**src/isr_pkg.sv**
```systemverilog
package isr_pkg;
    // register byte addresses; a 16-bit register spans this and the next byte
    localparam logic [6:0] ADDR_CMD = 7'h68;
    localparam logic [6:0] ADDR_DATE_MD = 7'h6e;
    localparam logic [6:0] ADDR_DATE_Y = 7'h70;
    localparam logic [6:0] ADDR_PROD = 7'h72;
    localparam logic [6:0] ADDR_SERIAL = 7'h74;
    localparam logic [6:0] ADDR_SCR_A = 7'h76;
    localparam logic [6:0] ADDR_SCR_B = 7'h78;
    localparam logic [6:0] ADDR_SCR_C = 7'h7a;
    localparam logic [6:0] ADDR_FC_LO = 7'h7c;
    localparam logic [6:0] ADDR_FC_HI = 7'h7e;
    localparam int NUM_SCR = 3;
    // serial frame layout
    localparam int FRAME_BITS = 16;
    localparam logic [4:0] FRAME_LEN = 5'h10;
    localparam int WR_FLAG_BIT = 15;
    localparam int ADDR_MSB = 14;
    localparam int ADDR_LSB = 8;
    localparam int CMD_FLASH_BIT = 3;
    // flash update duration
    localparam int CLK_MHZ = 250;
    localparam int FLASH_UPDATE_US = 1000;
    localparam int FLASH_UPDATE_CYCLES = FLASH_UPDATE_US * CLK_MHZ;
    localparam logic [15:0] WORD_ZERO = 16'h0000;
    localparam logic [31:0] CNT_ONE = 32'h0000_0001;
    typedef enum logic [1:0] {ST_LOAD, ST_IDLE, ST_UPDATE} isr_state_type;
endpackage : isr_pkg
```
**src/isr_bank.sv**
```systemverilog
`timescale 1ns/1ps
module isr_bank #(
    parameter int unsigned FLASH_UPDATE_CYCLES = isr_pkg::FLASH_UPDATE_CYCLES,
    parameter logic [15:0] PRODUCT_CODE = 16'h5a5a, // arbitrary value
    parameter logic [15:0] DATE_MD = 16'h0101,
    parameter logic [15:0] DATE_Y = 16'h2000,
    parameter logic [15:0] LOT_SERIAL = 16'h0001
) (
    input wire logic clk, // core clock
    input wire logic nrst, // async reset, active low
    input wire logic sclk, // serial clock pin
    input wire logic cs_n, // serial chip select pin, active low
    input wire logic din, // serial data in pin
    output logic dout, // serial data out pin
    output logic cmd_busy // high while loading or running a flash update
);
    isr_pkg::isr_state_type st;
    isr_pkg::isr_state_type next_st;
    logic sclk_s1, sclk_s2, sclk_d;
    logic cs_s1, cs_s2, cs_d;
    logic din_s1, din_s2;
    logic [15:0] rx;
    logic [15:0] tx;
    logic [4:0] bit_cnt;
    logic [6:0] rd_addr;
    logic [15:0] date_md, date_y, prod, serial;
    logic [isr_pkg::NUM_SCR-1:0][15:0] scr;
    logic [31:0] fcnt;
    logic [31:0] upd_cnt;
    localparam logic [31:0] CNT_ONE_L = isr_pkg::CNT_ONE;
    // stored copies; they survive nrst the way flash survives a reset
    // power-up content is zero, as an erased store would read
    logic [15:0] nv_scr [isr_pkg::NUM_SCR] = '{default: isr_pkg::WORD_ZERO};
    logic [31:0] nv_fcnt = 32'h0000_0000;

    // pin synchronisers; only stage two and later feed logic
    always_ff @(posedge clk or negedge nrst) begin
        if (!nrst) begin
            {sclk_s1, sclk_s2, sclk_d} <= 3'h7;
            {cs_s1, cs_s2, cs_d} <= 3'h7;
            {din_s1, din_s2} <= 2'h0;
        end else begin
            {sclk_s1, sclk_s2, sclk_d} <= {sclk, sclk_s1, sclk_s2};
            {cs_s1, cs_s2, cs_d} <= {cs_n, cs_s1, cs_s2};
            {din_s1, din_s2} <= {din, din_s1};
        end
    end

    wire sclk_rise = sclk_s2 & ~sclk_d;
    wire sclk_fall = ~sclk_s2 & sclk_d;
    wire cs_start = ~cs_s2 & cs_d;
    wire cs_end = cs_s2 & ~cs_d;
    wire idle = (st == isr_pkg::ST_IDLE);
    // frames that arrive while busy are dropped whole
    wire frame_done = cs_end & (bit_cnt == isr_pkg::FRAME_LEN) & idle;
    wire frame_wr = frame_done & rx[isr_pkg::WR_FLAG_BIT];
    wire frame_rd = frame_done & ~rx[isr_pkg::WR_FLAG_BIT];
    wire [6:0] wr_addr = rx[isr_pkg::ADDR_MSB:isr_pkg::ADDR_LSB];
    wire [7:0] wr_byte = rx[7:0];
    wire [6:0] wr_word = {wr_addr[6:1], 1'b0};
    wire start_update = frame_wr & (wr_addr == isr_pkg::ADDR_CMD)
        & wr_byte[isr_pkg::CMD_FLASH_BIT];
    wire upd_last = (upd_cnt == FLASH_UPDATE_CYCLES - 1);
    wire [31:0] fcnt_inc = fcnt + isr_pkg::CNT_ONE;

    // read selection; low address bit ignored, unmapped words read zero
    logic [15:0] rd_word;
    always_comb begin
        unique case ({rd_addr[6:1], 1'b0})
            isr_pkg::ADDR_DATE_MD: rd_word = date_md;
            isr_pkg::ADDR_DATE_Y: rd_word = date_y;
            isr_pkg::ADDR_PROD: rd_word = prod;
            isr_pkg::ADDR_SERIAL: rd_word = serial;
            isr_pkg::ADDR_SCR_A: rd_word = scr[0];
            isr_pkg::ADDR_SCR_B: rd_word = scr[1];
            isr_pkg::ADDR_SCR_C: rd_word = scr[2];
            isr_pkg::ADDR_FC_LO: rd_word = fcnt[15:0];
            isr_pkg::ADDR_FC_HI: rd_word = fcnt[31:16];
            default: rd_word = isr_pkg::WORD_ZERO;
        endcase
    end

    always_comb begin
        next_st = st;
        unique case (st)
            isr_pkg::ST_LOAD: next_st = isr_pkg::ST_IDLE;
            isr_pkg::ST_IDLE: if (start_update) next_st = isr_pkg::ST_UPDATE;
            isr_pkg::ST_UPDATE: if (upd_last) next_st = isr_pkg::ST_IDLE;
        endcase
    end

    always_ff @(posedge clk or negedge nrst) begin
        if (!nrst) begin
            st <= isr_pkg::ST_LOAD;
            cmd_busy <= 1'b1;
            upd_cnt <= 32'h0000_0000;
        end else begin
            st <= next_st;
            cmd_busy <= (next_st != isr_pkg::ST_IDLE);
            upd_cnt <= (st == isr_pkg::ST_UPDATE) ? upd_cnt + CNT_ONE_L : 32'h0000_0000;
        end
    end

    // receive shifter; frames shorter or longer than 16 bits are dropped
    always_ff @(posedge clk or negedge nrst) begin
        if (!nrst) begin
            rx <= isr_pkg::WORD_ZERO;
            bit_cnt <= 5'h00;
        end else if (cs_start) begin
            bit_cnt <= 5'h00;
        end else if (sclk_rise && !cs_s2) begin
            rx <= {rx[14:0], din_s2};
            bit_cnt <= (bit_cnt > isr_pkg::FRAME_LEN) ? bit_cnt : bit_cnt + 5'h01;
        end
    end

    // reply to a read comes in the following frame
    always_ff @(posedge clk or negedge nrst) begin
        if (!nrst) begin
            rd_addr <= 7'h00;
        end else if (frame_rd) begin
            rd_addr <= wr_addr;
        end
    end

    // transmit; a busy device shifts out zeros
    // msb stands from cs_n fall, so the opening sclk fall of a frame must not shift
    always_ff @(posedge clk or negedge nrst) begin
        if (!nrst) begin
            tx <= isr_pkg::WORD_ZERO;
            dout <= 1'b0;
        end else if (cs_start) begin
            tx <= idle ? rd_word : isr_pkg::WORD_ZERO;
            dout <= idle ? rd_word[isr_pkg::FRAME_BITS-1] : 1'b0;
        end else if (sclk_fall && !cs_s2 && bit_cnt != 5'h00) begin
            tx <= {tx[14:0], 1'b0};
            dout <= tx[14];
        end
    end

    // flash-backed registers; identity words take no host writes
    always_ff @(posedge clk or negedge nrst) begin
        if (!nrst) begin
            date_md <= isr_pkg::WORD_ZERO;
            date_y <= isr_pkg::WORD_ZERO;
            prod <= isr_pkg::WORD_ZERO;
            serial <= isr_pkg::WORD_ZERO;
            scr <= '0;
            fcnt <= 32'h0000_0000;
        end else if (st == isr_pkg::ST_LOAD) begin
            date_md <= DATE_MD;
            date_y <= DATE_Y;
            prod <= PRODUCT_CODE;
            serial <= LOT_SERIAL;
            for (int i = 0; i < isr_pkg::NUM_SCR; i++) begin
                scr[i] <= nv_scr[i];
            end
            fcnt <= nv_fcnt;
        end else if (start_update) begin
            fcnt <= fcnt_inc;
        end else if (frame_wr) begin
            for (int i = 0; i < isr_pkg::NUM_SCR; i++) begin
                if (wr_word == 7'(isr_pkg::ADDR_SCR_A + 7'(2 * i))) begin
                    if (wr_addr[0]) scr[i][15:8] <= wr_byte;
                    else scr[i][7:0] <= wr_byte;
                end
            end
        end
    end

    // store copies written only by the update command
    always_ff @(posedge clk) begin
        if (start_update) begin
            for (int i = 0; i < isr_pkg::NUM_SCR; i++) begin
                nv_scr[i] <= scr[i];
            end
            nv_fcnt <= fcnt_inc;
        end
    end

    AST_MONTH: assert property (@(posedge clk) disable iff (!nrst)
        idle && $past(idle) |-> date_md[15:8] == DATE_MD[15:8] && $stable(date_md[15:8]))
        else $error("month byte wrong");
    AST_DAY: assert property (@(posedge clk) disable iff (!nrst)
        idle && rd_addr == isr_pkg::ADDR_DATE_MD |-> rd_word[7:0] == DATE_MD[7:0])
        else $error("day byte wrong");
    AST_YEAR: assert property (@(posedge clk) disable iff (!nrst)
        idle && rd_addr[6:1] == isr_pkg::ADDR_DATE_Y[6:1] |-> rd_word == DATE_Y)
        else $error("year word wrong");
    AST_PROD: assert property (@(posedge clk) disable iff (!nrst)
        st != isr_pkg::ST_LOAD |-> prod == PRODUCT_CODE)
        else $error("product code wrong");
    AST_SERIAL: assert property (@(posedge clk) disable iff (!nrst)
        idle && rd_addr == isr_pkg::ADDR_SERIAL |-> rd_word == LOT_SERIAL)
        else $error("serial wrong");
    AST_SCR_WRITE: assert property (@(posedge clk) disable iff (!nrst)
        frame_wr && wr_addr == isr_pkg::ADDR_SCR_B |=> scr[1][7:0] == $past(wr_byte)
        && scr[0] == $past(scr[0]) && scr[2] == $past(scr[2]))
        else $error("scratch write lost or spread");
    AST_CNT_INC: assert property (@(posedge clk) disable iff (!nrst)
        idle ##1 start_update |=> fcnt == $past(fcnt) + CNT_ONE_L ##1 $stable(fcnt))
        else $error("flash counter step wrong");
    AST_CNT_MAP: assert property (@(posedge clk) disable iff (!nrst)
        rd_addr == isr_pkg::ADDR_FC_HI |-> rd_word == fcnt[31:16])
        else $error("counter high word map wrong");
    AST_BUSY_IGNORE: assert property (@(posedge clk) disable iff (!nrst)
        st == isr_pkg::ST_UPDATE ##1 st == isr_pkg::ST_UPDATE |-> $stable(scr)
        && $stable(rd_addr) && cmd_busy)
        else $error("request taken while busy");
    AST_RO_WRITE: assert property (@(posedge clk) disable iff (!nrst)
        frame_wr && wr_word == isr_pkg::ADDR_PROD |=> $stable(prod) && $stable(fcnt))
        else $error("read-only word changed");
    AST_LOAD: assert property (@(posedge clk) disable iff (!nrst)
        nrst && st == isr_pkg::ST_LOAD |=> idle && scr[0] == nv_scr[0] && fcnt == nv_fcnt)
        else $error("load after reset wrong");
endmodule : isr_bank

```
**config.mk**
```make
export PLATFORM = sky130hd
export DESIGN_NAME = isr_bank
export DESIGN_NICKNAME = d
export VERILOG_FILES = /design/src/isr_pkg.sv /design/src/isr_bank.sv
export SDC_FILE = /design/constraint.sdc
export NUM_CORES = 1
export LEC_CHECK = 0
export BUFFER_PORTS_ARGS = -buffer_cell sky130_fd_sc_hd__buf_4
export CAP_MARGIN = 20
export CELL_PAD_IN_SITES_DETAIL_PLACEMENT = 1
export CELL_PAD_IN_SITES_GLOBAL_PLACEMENT = 1
export CORE_AREA = 2 2 204 206
export CTS_CLUSTER_DIAMETER = 120
export CTS_CLUSTER_SIZE = 20
export DETAILED_ROUTE_END_ITERATION = 7
export DIE_AREA = 0 0 206 208
export PLACE_DENSITY = 0.53
export SYNTH_ARGS = -nofsm -noshare
export SYNTH_HDL_FRONTEND = slang
export SYNTH_SLANG_ARGS = --single-unit
```
**constraint.sdc**
```tcl
create_clock -name clk -period 5.5 [get_ports clk]
set_clock_uncertainty 0.05 [all_clocks]
set_input_delay 0.55 -clock clk [delete_from_list [all_inputs] [get_ports clk]]
set_output_delay 0.55 -clock clk [all_outputs]
set_load 0.1 [all_outputs]
```
==> flow_metrics.env, run 1 <==
export IMPL_grt_pass1_wl_microns=53160
export IMPL_num_vias=8518
export IMPL_netlist_instances=1092
export IMPL_fp_dieArea_sq_um=42850
export IMPL_clockBufferDepth=3
export IMPL_path_buf_inv=4
export IMPL_cts_resized=0
export IMPL_track_usage_pct=15.69
export IMPL_num_antenna_cells=0
export IMPL_critPathTopFamily="buffers and inverters"
export IMPL_wirelength_microns=32960
export IMPL_slowest_stage="ha_4"
export IMPL_cpPeakStageDelay_ps=650
export IMPL_clock_fmax_mhz=344.0
export IMPL_crit_required_ps=5830
export IMPL_async_reset_ff_share_pct=67.61
export IMPL_gp_congestion=0.7198
export IMPL_status="finished clean"
export IMPL_synth_compound_area_share_pct=12.41
export IMPL_synth_xor_area_share_pct=3.404
export IMPL_ant_nets=0
export IMPL_ys_ff_latch=247
export IMPL_finalNonFillerCells=1595
export IMPL_holdBufCountCts=0
export IMPL_row_count=74
export IMPL_yosysWarnings=0
export IMPL_die_h_microns=208
export IMPL_powerDensity_nw_per_um2=264.0
export IMPL_dp_hpwl_microns=21350
export IMPL_synth_top_family_by_area="simple AND/OR/NAND/NOR gates"
export IMPL_leakagePower_nw=4.579
export IMPL_viasPerCell=5.340
export IMPL_top_usage_layer="met2"
export IMPL_core_area_sq_um=40550
export IMPL_wire_per_inst_microns=20.67
export IMPL_worstPathMaxFanout=67
export IMPL_crit_path_frequent_cell="buf_4"
export IMPL_grt_use_met1_pct=23.56
export IMPL_placement_io_buffers=6
export IMPL_worstHoldPathType="in2async"
export IMPL_grt_max_degree=100
export IMPL_drtIter0Drc=496
export IMPL_synth_simple_area_share_pct=17.23
export IMPL_cts_buffers=16
export IMPL_n_fill_cell=4456
export IMPL_die_width_microns=206
export IMPL_worst_setup_path_type="reg2reg"
export IMPL_cts_tree="done"
export IMPL_start_util_pct=29.82
export IMPL_fin_setup_tns_ps=0
export IMPL_place_inst=1566
export IMPL_synth_cell_area_sq_um=12090
export IMPL_vdd_ir_drop_max_uv=162.7
export IMPL_synthMuxAreaShare_pct=7.367
export IMPL_layout_drive_gt1_share_pct=10.35
export IMPL_finalMaxSlewViolations=0
export IMPL_cts_clk_slew_worst_paths_ps=90
export IMPL_syn_nets=1104
export IMPL_regArea_sq_um=6590
export IMPL_finalCritPeriodShare_pct=52.86
export IMPL_root_buffer="clkbuf_16"
export IMPL_maxSlewHeadroom_pct=21.08
export IMPL_worst_slew_pin_slew_ps=1184
export IMPL_synth_main_ff_cell="dfrtp_1"
export IMPL_hold_violations=0
export IMPL_nets=1065
export IMPL_multi_input_area_sq_um=5004
export IMPL_cts_sink_count=247
export IMPL_use_met2_pct=24.40
export IMPL_grt_pass1_vias=8754
export IMPL_max_cap_violations=0
export IMPL_firstDrtPassIters=5
export IMPL_ys_types=67
export IMPL_area_delta_synth_final_pct=8.257
export IMPL_cp_start_kind="flop"
export IMPL_synth_fa_ha_area_share_pct=0.7243
export IMPL_gr_total_overflow=0
export IMPL_drc_errors=0
export IMPL_worstSkewPairLatency_ps=510
export IMPL_path_cells="inv_1 -> ha_4 -> buf_4 -> inv_2 -> buf_4 -> nand2_1 -> a21oi_1 -> a211o_1"
export IMPL_synth_edf_count=80
export IMPL_min_period_ps=2907
export IMPL_htreeDepth=1
export IMPL_io_pins=7
export IMPL_rsz0062_at_grt="no"
export IMPL_grt_util_met3_pct=2.005
export IMPL_grt_antenna_before_repair=3
export IMPL_postSynthAreaPerCell_sq_um=11.07
export IMPL_cp_arrival_ps=3230
export IMPL_cp_end_kind="flop"
export IMPL_setup_viol=0
export IMPL_ys_seq_area_share_pct=54.50
export IMPL_postCtsSetupBuffers=0
layout make-up:
cell class / count / share of cell area [%]
sequential: 247 / 50.34
multi-input combinational: 716 / 38.22
tap: 532 / 5.085
clock buffer: 26 / 3.508
inverter: 50 / 1.453
timing repair buffer: 22 / 1.271
clock inverter: 2 / 0.1242
per-stage QoR:
stage	area, sq um	total power [mW]	util (%)	setup WS [ps]	hold WS, ps
6_report	13090	3.457	32.28	2593	81.63
5_1_grt	13090	3.610	32.28	2366	83.25
4_1_cts	13080	3.522	32.26	2602	86.43
3_5_place_dp	12610	2.262	31.09	2622	297.5
3_3_place_gp	12600	2.255	31.07	2667	293.8
2_1_floorplan	12090	2.151	-	2475	204.4
where the power goes:
part           internal (mW)  switching [mW]  total (mW)  leakage (nW)
logic                 0.0741           0.152       0.226          1.55
clock network          0.584           0.657        1.24         0.230
registers               1.95          0.0439        1.99          2.80
kinds of logic after synthesis:
logic type                 after synthesis
and+or+nand+nor                        372
buffers and inverters                  129
muxes                                   67
adders and majority gates                7
xor gates and xnor gates                47
DFF                                    247
AOI/OAI and AO/OA                      223
synth_stat cells, types with 8 or more instances:
master    instances  area (sq um)
a221o_1          14         140.1
o31ai_1          29         217.7
nor3_1           29         145.1
a21oi_1          49         245.2
nor2b_1          19         118.9
and2_1           10         62.56
or3_1            17         106.4
inv_1            50         187.7
mux4_2           14         315.3
dfrtp_1         160          4004
a31oi_1          48         300.3
nor2_1           77         289.0
nand3_1          48         240.2
o21ai_0          31         155.2
nand2_1          49         183.9
mux2i_1          29         290.3
xor2_1           15         131.4
mux2_2           23         259.0
nor4_1           13         81.33
or4_1            28         210.2
a22oi_1           8         60.06
clkbuf_1         55         206.5
o311a_1           8         80.08
xnor2_1          32         280.3
and4_1            8         70.07
edfxtp_1         80          2402
nand4_1          26         162.7
buf_2            15         75.07
registers in the layout, summed over array words and instances (netlist names), 6 cells and up:
signal / flops
tx: 15
fcnt: 32
upd_cnt: 32
nv_fcnt: 32
rd_addr: 6
rx: 16
scr: 48
nv_scr: 48
placed cells by master, fill, tap and decap left out, drive strengths merged, types with 15 or more instances in the layout:
cell type	netlist	layout
nor2b	19	19
or3	17	17
nor3	29	29
o21ai	31	31
edfxtp	80	80
a21oi	50	50
inv	50	51
xor2	15	15
nand3	49	49
mux2i	29	29
nor4	15	15
buf	21	21
nor2	77	77
mux2	23	23
clkbuf	58	27
xnor2	32	32
o31ai	29	29
nand2	49	49
or4	28	28
mux4	15	15
a31oi	48	48
nand4	28	28
dfrtp	160	160
path summary, 6_finish.rpt:
path	from	end	slack, ps	cells past startpoint
hold reg to reg	sclk_s1	sclk_s2	310	0
setup / recovery	st[0]	fcnt[2]	2590	8
max in group asynchronous	nrst	fcnt[0]	4090	2
min in group clk	sclk	sclk_s1	110	1
setup reg to reg	st[0]	fcnt[2]	2590	8
hold / removal	nrst	upd_cnt[10]	80	1
routing by layer:
| layer | wire length, microns | vias up |
|---|---|---|
| li1 | - | 3992 |
| met1 | 16570 | 4414 |
| met2 | 14980 | 89 |
| met3 | 1057 | 23 |
| met4 | 351 | 0 |
| met5 | 0 | - |
Note: power is estimated with default switching activity, not from simulation.
==> run 2: changes to the inputs <==
==> config.mk (replaced) <==
export PLATFORM = sky130hd
export DESIGN_NAME = isr_bank
export DESIGN_NICKNAME = d
export VERILOG_FILES = /design/src/isr_pkg.sv /design/src/isr_bank.sv
export SDC_FILE = /design/constraint.sdc
export NUM_CORES = 1
export LEC_CHECK = 0
export ABC_AREA = 1
export BUFFER_PORTS_ARGS = -buffer_cell sky130_fd_sc_hd__buf_4
export CAP_MARGIN = 20
export CELL_PAD_IN_SITES_DETAIL_PLACEMENT = 1
export CELL_PAD_IN_SITES_GLOBAL_PLACEMENT = 1
export CORE_AREA = 2 2 206 208
export CTS_CLUSTER_DIAMETER = 120
export CTS_CLUSTER_SIZE = 20
export DETAILED_ROUTE_END_ITERATION = 7
export DIE_AREA = 0 0 208 210
export PLACE_DENSITY = 0.55
export SYNTH_ARGS = -nofsm -noshare
export SYNTH_HDL_FRONTEND = slang
export SYNTH_SLANG_ARGS = --single-unit
==> constraint.sdc (replaced) <==
create_clock -name clk -period 2.8 [get_ports clk]
set_clock_uncertainty 0.05 [all_clocks]
set_input_delay 0.28 -clock clk [delete_from_list [all_inputs] [get_ports clk]]
set_output_delay 0.28 -clock clk [all_outputs]
set_load 0.1 [all_outputs]
==> flow_metrics.env, run 2 <==
export IMPL_status="finished clean"
export IMPL_grt_pass1_wl_microns=61370
export IMPL_cts_buffers=16
export IMPL_cts_clk_slew_worst_paths_ps=100
export IMPL_area_delta_synth_final_pct=10.42
export IMPL_synth_cell_area_sq_um=12310
export IMPL_worst_setup_path_type="reg2reg"
export IMPL_grt_antenna_before_repair=0
export IMPL_p_sw_mw=1.792
export IMPL_num_antenna_cells=0
export IMPL_grt_pass1_vias=10260
export IMPL_placedInstanceArea_sq_um=13080
export IMPL_stdcell_area_sq_um=13590
export IMPL_finalMaxSlewViolations=0
export IMPL_htreeDepth=1
export IMPL_track_usage_pct=17.82
export IMPL_viasPerCell=4.790
export IMPL_synth_top_area_share_pct=32.52
export IMPL_die_width_microns=208
export IMPL_maxSlewHeadroom_pct=52.79
export IMPL_postCtsSetupBuffers=0
export IMPL_cp_arrival_ps=2630
export IMPL_row_count=75
export IMPL_utilization_pct=32.77
export IMPL_start_util_pct=29.68
export IMPL_ys_ff_latch=247
export IMPL_top_regs="nv_scr x48, scr x48"
export IMPL_root_buffer="clkbuf_16"
export IMPL_synthMuxAreaShare_pct=0.5488
export IMPL_clock_fmax_mhz=438.8
export IMPL_layout_drive_gt1_share_pct=7.152
export IMPL_worstHoldPathType="in2async"
export IMPL_synth_compound_area_share_pct=5.041
export IMPL_cts_resized=0
export IMPL_gp_congestion=0.7719
export IMPL_share_seq_of_total_power_pct=56.4
export IMPL_powerDensity_nw_per_um2=504.4
export IMPL_ys_seq_area_share_pct=53.53
export IMPL_num_vias=9882
export IMPL_cts_sink_count=247
export IMPL_core_area_sq_um=41480
export IMPL_mostFrequentLayoutCells="598 x nand2_1, 160 x dfrtp_1, 146 x nand3_1"
export IMPL_synth_edf_count=80
export IMPL_ys_types=41
export IMPL_whs_ps=259.7
export IMPL_worst_slew_pin_slew_ps=708.1
export IMPL_wire_per_inst_microns=18.46
export IMPL_comb_power_share_pct=7.4
export IMPL_post_synth_most_frequent_cells="599 x nand2_1, 160 x dfrtp_1, 146 x nand3_1"
export IMPL_gr_total_overflow=0
export IMPL_hold_violations=0
export IMPL_grt_max_degree=65
export IMPL_p_int_mw=5.065
export IMPL_synth_fa_ha_area_share_pct=0.7115
export IMPL_yosysWarnings=0
export IMPL_regArea_sq_um=6590
export IMPL_synthTopCellsByArea="dfrtp_1 33%, edfxtp_1 20%, nand2_1 18%"
export IMPL_synth_most_common_cell="nand2_1"
export IMPL_worstPathMaxFanout=19
export IMPL_ant_nets=0
export IMPL_holdBufCountCts=4
export IMPL_synth_main_ff_cell="dfrtp_1"
export IMPL_drc_errors=0
export IMPL_synth_xor_area_share_pct=1.850
export IMPL_switching_share_pct=26.14
export IMPL_firstDrtPassIters=5
export IMPL_io_pins=7
export IMPL_synth_simple_area_share_pct=32.64
export IMPL_wirelength_microns=38090
export IMPL_mostFrequentLayoutCell="nand2_1"
export IMPL_power_total_mw=6.857
export IMPL_worstSkewPairLatency_ps=520
export IMPL_cp_end_kind="flop"
export IMPL_finalCritPeriodShare_pct=81.39
export IMPL_power_frac_clock_pct=36.3
export IMPL_yosysTopAreaCell="dfrtp_1"
export IMPL_cts_tree="done"
export IMPL_async_reset_ff_share_pct=67.61
export IMPL_multi_input_area_sq_um=5065
export IMPL_postSynthAreaPerCell_sq_um=8.163
export IMPL_syn_nets=1520
export IMPL_clockBufferDepth=3
export IMPL_netlist_instances=1508
export IMPL_setup_viol=0
export IMPL_nets=1526
export IMPL_drtIter0Drc=528
export IMPL_cp_start_kind="flop"
export IMPL_min_period_ps=2279
export IMPL_synth_top_family_by_area="simple AND/OR/NAND/NOR gates"
export IMPL_vdd_ir_drop_max_uv=364.0
export IMPL_fp_dieArea_sq_um=43680
export IMPL_dp_hpwl_microns=27090
export IMPL_max_cap_violations=0
export IMPL_die_h_microns=210
export IMPL_rsz0062_at_grt="no"
export IMPL_placement_io_buffers=6
export IMPL_fin_setup_tns_ps=0
export IMPL_leakagePower_nw=6.188
export IMPL_n_fill_cell=4959
export IMPL_crit_required_ps=3150
[run 2: changes by cell type in the layout (fill, tap and decap cells not counted), sizes merged, moves of 17 or more]
cell   change
inv       +72
xnor2     -24
or4       -28
mux2i     -29
nand3    +100
o21ai     +43
or3       -17
nor2b     -19
mux2      -17
nor2      +59
nand2    +559
a31oi     -43
a21oi     -34
o31ai     -29
[run 2: worst paths after layout]
kind	from	end	slack [ps]	depth (start not counted)
max in group asynchronous	nrst	scr[37]	1710	3
min in group clk	din_s1	din_s2	310	0
hold reg to reg	din_s1	din_s2	310	0
setup reg to reg	st[1]	scr[5]	520	11
hold / removal	nrst	upd_cnt[18]	260	2
setup / recovery	st[1]	scr[5]	520	11
[run 2: layout make-up]
cell class | instances | area share [%]
clock buffer | 25 | 3.351
clock inverter | 3 | 0.1289
inverter | 121 | 3.341
multi-input combinational | 1097 | 37.26
sequential | 247 | 48.48
tap | 539 | 4.961
timing repair buffer | 31 | 2.476
[run 2: critical path, stage by stage, from the launching register on]
cell and delay, ps:
dfrtp_1 400, inv_2 100, ha_4 160, nand2_2 50, nor3_2 160, nand3_2 150, inv_2 120, nand3_1 120
nand2_2 340, nand2_1 300, nand2_1 130, nand2_1 50
[run 2: cell families (layout without fill, tap and decap cells)]
logic type	after synthesis	after routing
AND/OR/NAND/NOR	949	949
flip-flops	247	247
buffers and inverters	164	180
AO/OA/AOI/OAI	109	109
XOR/XNOR	26	26
adder cells (fa/ha/maj)	7	7
multiplexers	6	6
[run 2: per-layer routing]
metal | global-route usage (%) | part of all wire [%]
met5 | 0 | 0
met4 | 3.326 | 1.7
met3 | 2.011 | 2.4
met2 | 28.88 | 46
met1 | 25.93 | 50
[run 2: through the flow]
stage,std cells,setup WS [ps]
finish,2063,520.9
detailed placement,2031,546.2
global route,2063,273.4
floorplan,1508,-507.4
global placement,2031,617.6
CTS,2063,491.2
[run 2: power by group through the flow]
| stage | clock, mW | sequential, mW | combinational [mW] |
|---|---|---|---|
| floorplan | 0 | 3.94 | 0.267 |
| global placement | 0 | 3.94 | 0.532 |
| detailed placement | 0 | 3.94 | 0.519 |
| CTS | 2.61 | 3.87 | 0.527 |
| global route | 2.72 | 3.88 | 0.581 |
| finish | 2.49 | 3.87 | 0.506 |
